--- config.mk ---
export PLATFORM = sky130hd
export DESIGN_NAME = tsm_modulator
export DESIGN_NICKNAME = d
export VERILOG_FILES = /design/src/verilog/tsm_pkg.sv /design/src/verilog/tsm_modulator.sv
export SDC_FILE = /design/constraint.sdc
export NUM_CORES = 1
export LEC_CHECK = 0
export CAP_MARGIN = 30
export CORE_ASPECT_RATIO = 2
export CORE_UTILIZATION = 44
export CTS_BUF_LIST = sky130_fd_sc_hd__clkbuf_4
export CTS_CLUSTER_DIAMETER = 100
export DETAILED_ROUTE_END_ITERATION = 10
export DONT_BUFFER_PORTS = 1
export PLACE_DENSITY_LB_ADDON = 0.12
export SLEW_MARGIN = 20
export SYNTH_ARGS = -nofsm -noshare
export SYNTH_HDL_FRONTEND = slang
export SYNTH_SLANG_ARGS = --single-unit
export TNS_END_PERCENT = 1
--- constraint.sdc ---
create_clock -name clock -period 4.87 [get_ports clock]
set_input_delay 0.7305 -clock clock [delete_from_list [all_inputs] [get_ports clock]]
set_output_delay 0.7305 -clock clock [all_outputs]
set_load 0.01 [all_outputs]
--- src/verilog/tsm_pkg.sv ---
// Shared types, chip codes and spreading tables for the ternary spreading modulator
package tsm_pkg;

    // Scheme selector: bits per symbol / chips per symbol
    typedef enum logic [2:0] {
        SCH_1_1  = 3'h0,
        SCH_1_2  = 3'h1,
        SCH_1_4  = 3'h2,
        SCH_1_8  = 3'h3,
        SCH_2_4  = 3'h4,
        SCH_3_8  = 3'h5,
        SCH_4_16 = 3'h6,
        SCH_5_32 = 3'h7
    } tsm_scheme_t;

    // Ternary chip codes
    localparam logic [1:0] CHIP_ZERO = 2'h0;
    localparam logic [1:0] CHIP_POS = 2'h1;
    localparam logic [1:0] CHIP_NEG = 2'h3;

    // Sequence tables, chip n at bits [2n+1:2n]
    localparam logic [63:0] ORTH1_L1 = 64'h0000_0000_0000_0001;
    localparam logic [63:0] ORTH0_L1 = 64'h0000_0000_0000_0000;
    localparam logic [63:0] ORTH1_L2 = 64'h0000_0000_0000_0001;
    localparam logic [63:0] ORTH0_L2 = 64'h0000_0000_0000_000C;
    localparam logic [63:0] ORTH1_L4 = 64'h0000_0000_0000_0041;
    localparam logic [63:0] ORTH0_L4 = 64'h0000_0000_0000_003C;
    localparam logic [63:0] ORTH1_L8 = 64'h0000_0000_0000_4C31;
    localparam logic [63:0] ORTH0_L8 = 64'h0000_0000_0000_314C;
    localparam logic [63:0] BASIC_L4 = 64'h0000_0000_0000_0001;
    localparam logic [63:0] BASIC_L8 = 64'h0000_0000_0000_5340;
    localparam logic [63:0] BASIC_L16 = 64'h0000_0000_5143_100D;
    localparam logic [63:0] BASIC_L32 = 64'h5003_5040_44DF_3443;

    // Reset values
    localparam logic [14:0] PRBS_RESET = 15'h0000;
    localparam logic [4:0] COUNT_RESET = 5'h00;

    typedef struct packed {
        logic valid;       // Chip present this cycle
        logic first;       // First chip of a sequence
        logic last;        // Last chip of a sequence
        logic [1:0] chip;  // Ternary chip code
    } tsm_chip_t;

    // Bits per symbol minus one
    function automatic logic [2:0] tsmBitsM1(input tsm_scheme_t s);
        case (s)
            SCH_2_4: tsmBitsM1 = 3'h1;
            SCH_3_8: tsmBitsM1 = 3'h2;
            SCH_4_16: tsmBitsM1 = 3'h3;
            SCH_5_32: tsmBitsM1 = 3'h4;
            default: tsmBitsM1 = 3'h0;
        endcase
    endfunction

    // Chips per symbol minus one; L is a power of two so this is also the index mask
    function automatic logic [4:0] tsmLenM1(input tsm_scheme_t s);
        case (s)
            SCH_1_2: tsmLenM1 = 5'h01;
            SCH_1_4, SCH_2_4: tsmLenM1 = 5'h03;
            SCH_1_8, SCH_3_8: tsmLenM1 = 5'h07;
            SCH_4_16: tsmLenM1 = 5'h0F;
            SCH_5_32: tsmLenM1 = 5'h1F;
            default: tsmLenM1 = 5'h00;
        endcase
    endfunction

endpackage

--- src/verilog/tsm_modulator.sv ---
// Bit packer, ternary symbol-to-chip mapper and random sequence inversion
`timescale 1ns/1ps

module tsm_modulator
    import tsm_pkg::*;
#(
    parameter logic [63:0] BASIC32 = BASIC_L32 // 32-chip basic sequence
) (
    input wire logic clock,                   // 20 MHz clock
    input wire logic rst,                     // Synchronous reset, active high
    input wire logic frameStart,              // Pulse: new frame, load seed and scheme
    input wire tsm_scheme_t scheme,           // Scheme, taken on frameStart
    input wire logic [14:0] seed,             // Generator seed, taken on frameStart
    input wire logic bitValid,                // Interleaved bit offered
    input wire logic bitData,                 // Interleaved bit
    output logic bitReady,                    // Bit accepted when high with bitValid and frameStart low
    output tsm_chip_t chipOut                 // Chip stream to pulse shaper
);

    typedef enum logic [1:0] {
        ST_COLLECT = 2'b01,
        ST_EMIT = 2'b10
    } tsm_state_t;

    tsm_state_t state;
    tsm_scheme_t activeScheme;
    logic [14:0] prbs;
    logic [4:0] symbol;
    logic [2:0] bitCnt;
    logic [4:0] chipIdx;
    logic keepPolarity;

    ////////////////////////////////////////////////////////////////////////////
    // Decode

    wire logic bitTake = bitValid && bitReady && !frameStart;
    wire logic [2:0] bitsM1 = tsmBitsM1(activeScheme);
    wire logic [4:0] lenM1 = tsmLenM1(activeScheme);
    wire logic symTake = bitTake && (bitCnt == bitsM1);
    wire logic [4:0] next_symbol = {symbol[3:0], bitData};
    wire logic prbsOut = prbs[13] ^ prbs[14];
    wire logic [14:0] next_prbs = {prbs[13:0], prbsOut};
    wire logic isOrtho = (bitsM1 == 3'h0);
    wire logic lastChip = (chipIdx == lenM1);

    // Circular shift toward higher indices: c_m[n] = c_0[(n - m) mod L]
    wire logic [4:0] shiftIdx = (chipIdx - symbol) & lenM1;
    wire logic [4:0] tableIdx = isOrtho ? chipIdx : shiftIdx;

    wire logic [63:0] orthWord =
        (activeScheme == SCH_1_1) ? (symbol[0] ? ORTH1_L1 : ORTH0_L1) :
        (activeScheme == SCH_1_2) ? (symbol[0] ? ORTH1_L2 : ORTH0_L2) :
        (activeScheme == SCH_1_4) ? (symbol[0] ? ORTH1_L4 : ORTH0_L4) :
        (symbol[0] ? ORTH1_L8 : ORTH0_L8);
    wire logic [63:0] basicWord =
        (activeScheme == SCH_2_4) ? BASIC_L4 :
        (activeScheme == SCH_3_8) ? BASIC_L8 :
        (activeScheme == SCH_4_16) ? BASIC_L16 : BASIC32;
    wire logic [63:0] seqWord = isOrtho ? orthWord : basicWord;
    wire logic [1:0] rawChip = seqWord[{tableIdx, 1'b0} +: 2];

    // Two's complement of the code negates +1/-1 and leaves zero alone
    wire logic [1:0] polChip = keepPolarity ? rawChip : 2'(-rawChip);

    ////////////////////////////////////////////////////////////////////////////
    // Control

    always_ff @(posedge clock) begin
        if (rst) begin
            state <= ST_COLLECT;
            bitReady <= 1'b0;
            bitCnt <= 3'h0;
            chipIdx <= COUNT_RESET;
            symbol <= COUNT_RESET;
        end else begin
            case (state)
                ST_COLLECT: begin
                    bitReady <= !symTake;
                    if (frameStart) begin
                        bitCnt <= 3'h0;
                    end else if (symTake) begin
                        bitCnt <= 3'h0;
                        symbol <= next_symbol;
                        chipIdx <= COUNT_RESET;
                        state <= ST_EMIT;
                    end else if (bitTake) begin
                        bitCnt <= bitCnt + 3'h1;
                        symbol <= next_symbol;
                    end
                end
                ST_EMIT: begin
                    chipIdx <= chipIdx + 5'h01;
                    if (lastChip) begin
                        state <= ST_COLLECT;
                        bitReady <= 1'b1;
                    end
                end
                default: begin
                    state <= ST_COLLECT;
                    bitReady <= 1'b0;
                end
            endcase
        end
    end

    // Generator steps only when a symbol completes; a frame start reloads the seed
    always_ff @(posedge clock) begin
        if (rst) begin
            prbs <= PRBS_RESET;
            keepPolarity <= 1'b1;
            activeScheme <= SCH_1_1;
        end else if (frameStart) begin
            prbs <= seed;
            activeScheme <= scheme;
        end else if (symTake) begin
            prbs <= next_prbs;
            keepPolarity <= prbsOut;
        end
    end

    always_ff @(posedge clock) begin
        if (rst) begin
            chipOut <= '0;
        end else begin
            chipOut.valid <= (state == ST_EMIT);
            chipOut.first <= (state == ST_EMIT) && (chipIdx == COUNT_RESET);
            chipOut.last <= (state == ST_EMIT) && lastChip;
            chipOut.chip <= (state == ST_EMIT) ? polChip : CHIP_ZERO;
        end
    end

    ////////////////////////////////////////////////////////////////////////////
    // Checks

    logic [1:0] rawQ;
    logic polQ;
    logic [4:0] chipSeen;
    logic [4:0] lenQ;
    always_ff @(posedge clock) begin
        rawQ <= rawChip;
        polQ <= keepPolarity;
        lenQ <= lenM1;
        chipSeen <= (chipOut.valid && !chipOut.last) ? chipSeen + 5'h01 : COUNT_RESET;
    end
endmodule

Word level (Yosys, flattened, before mapping)
Cells that the tools add are included.

operators by class
  reductions and logical operators = 22
  equality and inequality tests = 14
  bitwise gates (word level) = 4
  shift operators = 1
  add/subtract/negate cells = 4
  muxes and demuxes = 31

operators with widths
  cell                 number
  $mux 63              4
  $mux 15              6
  $shiftx 64x7->2      1
  $mux 5               5
  $pmux 5 s5           1
  $eq 3x3->1 const B   4
  $pmux 3 s4           1
  $pmux 5 s2           1
  $mux 3               3
  $reduce_and 3->1     3
  $mux 2               4
  $mux 7               1
  $eq 3x2->1 const B   2
  $logic_not 3->1      2
  $ne 2x2->1 const B   3
  $reduce_bool 2->1    3
  $reduce_or 2->1      3
  $add 5x1->5 const B  1
  $and 5x5->5          1
  $eq 5x5->1           1
  $logic_and 1x1->1    5
  $logic_not 5->1      1
  $sub 5x5->5          1
  $mux 4               1
  other kinds (14)     18

word-level totals
  register bits = 40
  input bits = 23

Logic depth before layout (Yosys ltp)
  word-level depth = 8
  mapped depth = 13

Worst setup path before layout
OpenSTA, ideal clock, no wires.

  path type = register to register
  start point = register chipIdx[0]
  end point = register chipOut[1] (netlist name)
  data required time = 4.735 ns
  path buffers = 2
  slack = 2.223 ns
  clock period less this slack = 2.647 ns
  cell stages (with the launch flop) = 13
  library setup time = 0.135 ns
  arrival time = 2.511 ns
  cells stage by stage = dfxtp_1 > buf_2 > clkinv_1 > ha_1 > inv_1 > fa_1 > clkbuf_1 > nand2_1 > nor3_1 > nor4_1 > a21oi_2 > a221oi_1 > a221oi_2

on the way
  cells in the longest elaborated chain, start to end = 6

RTL lines
  item                    RTL line             RTL
  from (decl)             tsm_modulator.sv:30  logic [4:0] chipIdx;
  from (signal assigned)  tsm_modulator.sv:92  chipIdx <= chipIdx + 5'h01;
  $sub 5x5->5             tsm_modulator.sv:47  wire logic [4:0] shiftIdx = (chipIdx - symbol) & lenM1;
  $and 5x5->5             tsm_modulator.sv:47
  $mux 5 (*)              tsm_modulator.sv:48  wire logic [4:0] tableIdx = isOrtho ? chipIdx : shiftIdx;
  $shiftx 64x7->2 (*)     tsm_modulator.sv:60  wire logic [1:0] rawChip = seqWord[{tableIdx, 1'b0} +: 2];
  $neg 2->2               tsm_modulator.sv:63  wire logic [1:0] polChip = keepPolarity ? rawChip : 2'(-rawChip);
  $mux 2 (*)              tsm_modulator.sv:63
  to (decl)               tsm_modulator.sv:17  output tsm_chip_t chipOut

Mark *: on every way between the ends. The rest lies on a longest branch, timed or not.
A chain may end at the register's enable or synchronous reset.

Final worst setup path
Ends and elaborated chain as after synthesis.

==> flow_metrics.tcl <==
set metrics [dict create \
    die_area_sq_mm 0.006242 \
    clkLatencyLatePin_ps 360 \
    grt_max_degree 36 \
    critPathKind "flip-flop to flip-flop" \
    worst_pin_slew_ps 877.4 \
    drc 0 \
    critPathLaunchType "flip-flop" \
    totalWireLength_microns 6198 \
    synthCells 321 \
    grt_pass1_wl_microns 10570 \
    worst_path_max_delay_cell "dfxtp_1" \
    synth-edff-count 0 \
    drive_gt1_share_pct 8.091 \
    core_sq_mm 0.005709 \
    finalSetupTns_ps 0 \
    crit_start "chipIdx[0]" \
    die_h_microns 110.7 \
    cts_num_sinks 40 \
    via_count 2249 \
    synth_nets 356 \
    maxSlewViolCount 0 \
    crit_path_end_kind "flip-flop" \
    r2r-start "chipIdx[0]" \
    fmax_ghz 0.3321 \
    hold_depth 1 \
    final_net_count 343 \
    cts.root.buffer_cell "clkbuf_4" \
    synth_seq_area_share_pct 30.78 \
    cap_viol_max_count 0 \
    status "completed" \
    ys_ff_latch 40 \
    dieWidth_microns 56.37 \
    synth.top_cells.by_count "dfxtp_1, nand2_1, nor2_1, a21oi_1, inv_1" \
    cpPeakStageDelay_ps 560 \
    vias_per_cell 6.062 \
    power.density_mw_per_mm2 277.5 \
    initial_core_util_pct 45.56 \
    holdPathEnd "prbs[7]" \
    required_ps 5110 \
    dp_hpwl_microns 4711 \
    crit_fanout 10 \
    async_reset_ff_share_pct 0 \
    reg2reg_depth 10 \
    synth_top_flop_cell "dfxtp_1" \
    rrSetupSlack_ps 1860 \
    cts_buffer_depth 2 \
    netlist_area_sq_mm 0.002601 \
    report.final.setup_viol 0 \
    cp_cell_sequence "clkinv_1, ha_1, inv_1, fa_1, nand2_1, nor3_1, nor4_1, a21oi_2, a221oi_1, a221oi_2" \
    numPortBuffers 0 \
    synth.area.top_cells "dfxtp_1, ha_1, nand2_1" \
    min_path_type "input pin to flip-flop" \
    min_from "rst" \
    numCtsBuffers 5 \
    hold_viol_final 0 \
    path_clk_slew_ps 110 \
    fin_crit_sh_pct 61.83 \
    r2r_end "chipOut[1]" \
    hold_slack_ps 425.6 \
    syn_to_final_growth_pct 0.7694 \
    wl_per_cell_microns 16.71 \
    avgSynthCellArea_sq_um 8.104 \
    yosys.area.top_type_share_pct 30.78 \
    max_slew_margin_pct 41.43 \
    grt_pass1_vias 2251 \
    dr.first_iter.drc_count 66 \
    ctsResizeCount 0 \
    fin_worst_skew_ps 9.386 \
    antenna_found_initial 1 \
    rsz0062_at_grt "false" \
    ys.warnings.count 0 \
    cts_hold_buf 0 \
    yosysUniqueCellTypes 66 \
    vdd_drop_max_mv 0.3009 \
    htree_levels 2 \
    p_leak_nw 0.9379 \
    yosysTopAreaCell "dfxtp_1" \
    ant_nets 0 \
    synth_most_common_cell "dfxtp_1" \
    grt_overflow_total 0 \
    placementRows 39 \
    cts_tree "yes" \
    post_cts_buffers 0 \
    gp_congestion 0.8669 \
    track_usage_pct 21.70 \
    worstPathArrival_ps 3250 \
    fin_crit_ps 3011 \
    dr.pass1.iters 4 \
    io_pins 29 \
]
report_power, final:
| part | internal, mW | switching (mW) |
|---|---|---|
| clock | 0.0530 | 0.108 |
| sequential | 0.351 | 0.0252 |
| combinational | 0.0721 | 0.118 |
| total | 0.476 | 0.252 |
metal layers:
layer | wire length [microns] | GRT usage (%) | up-vias
met1 | 2274 | 21.11 | 1061
met2 | 3429 | 40.16 | 43
met5 | 0 | 0 | -
met3 | 162 | 3.967 | 18
li1 | - | - | 1127
met4 | 332 | 13.82 | 0
metrics by stage:
stage	area (sq um)	utilization [%]	power, mW	setup WS [ps]	cells
detailed placement	2567	44.97	0.5762	1881	362
CTS	2619	45.87	0.7397	1871	370
global route	2621	45.91	0.7783	1520	371
global placement	2567	44.97	0.5730	1976	362
finish	2621	45.91	0.7275	1859	371
floorplan	2601	-	0.5430	2223	321
layout by cell type (no fill, tap or decap), drive strengths merged, types with 11 or more instances in the layout:
cell	netlist	final
nand2	31	31
mux2i	11	11
o21ai	17	17
inv	16	16
dfxtp	40	40
nor2	33	33
nand3	12	12
a21oi	25	25
a22oi	13	13
ha	11	11
layout make-up:
class,instances,area [sq um]
fill,609,3088
multi-input combinational,243,1619
sequential,40,800.8
tap,61,76.32
inverter,17,63.81
clock buffer,5,37.54
clock inverter,3,13.76
timing repair buffer,1,7.507
antenna,1,2.502
sequential cells by signal (all words and copies together) (netlist names):
name	flops
prbs	15
activeScheme	3
bitCnt	3
chipOut	5
keepPolarity	1
state	2
chipIdx	5
bitReady	1
symbol	5
how the worst max path moves through the flow:
stage | to | slack, ps
finish | chipOut[1] | 1860
global route | chipOut[1] | 1520
CTS | chipOut[1] | 1870
detailed placement | chipOut[1] | 1880
global placement | chipOut[1] | 1980
floorplan | chipOut[1] | 2220
critical path, delay by kind of cell, from the launching register on:
kind	cells	cell delay [ps]
flip-flops	1	560
adder cells (fa/ha/maj)	2	830
AO/OA/AOI/OAI	3	570
AND/OR/NAND/NOR	3	520
buffers and inverters	2	400
cells by family after synthesis:
kind of cell / synth area share, %
mux: 5.964
fa+ha+maj: 6.061
buf+inv: 6.974
flops: 30.78
xor+xnor: 3.367
simple gates: 22.61
compound gates: 24.24
Power figures use the tool's default switching activity.
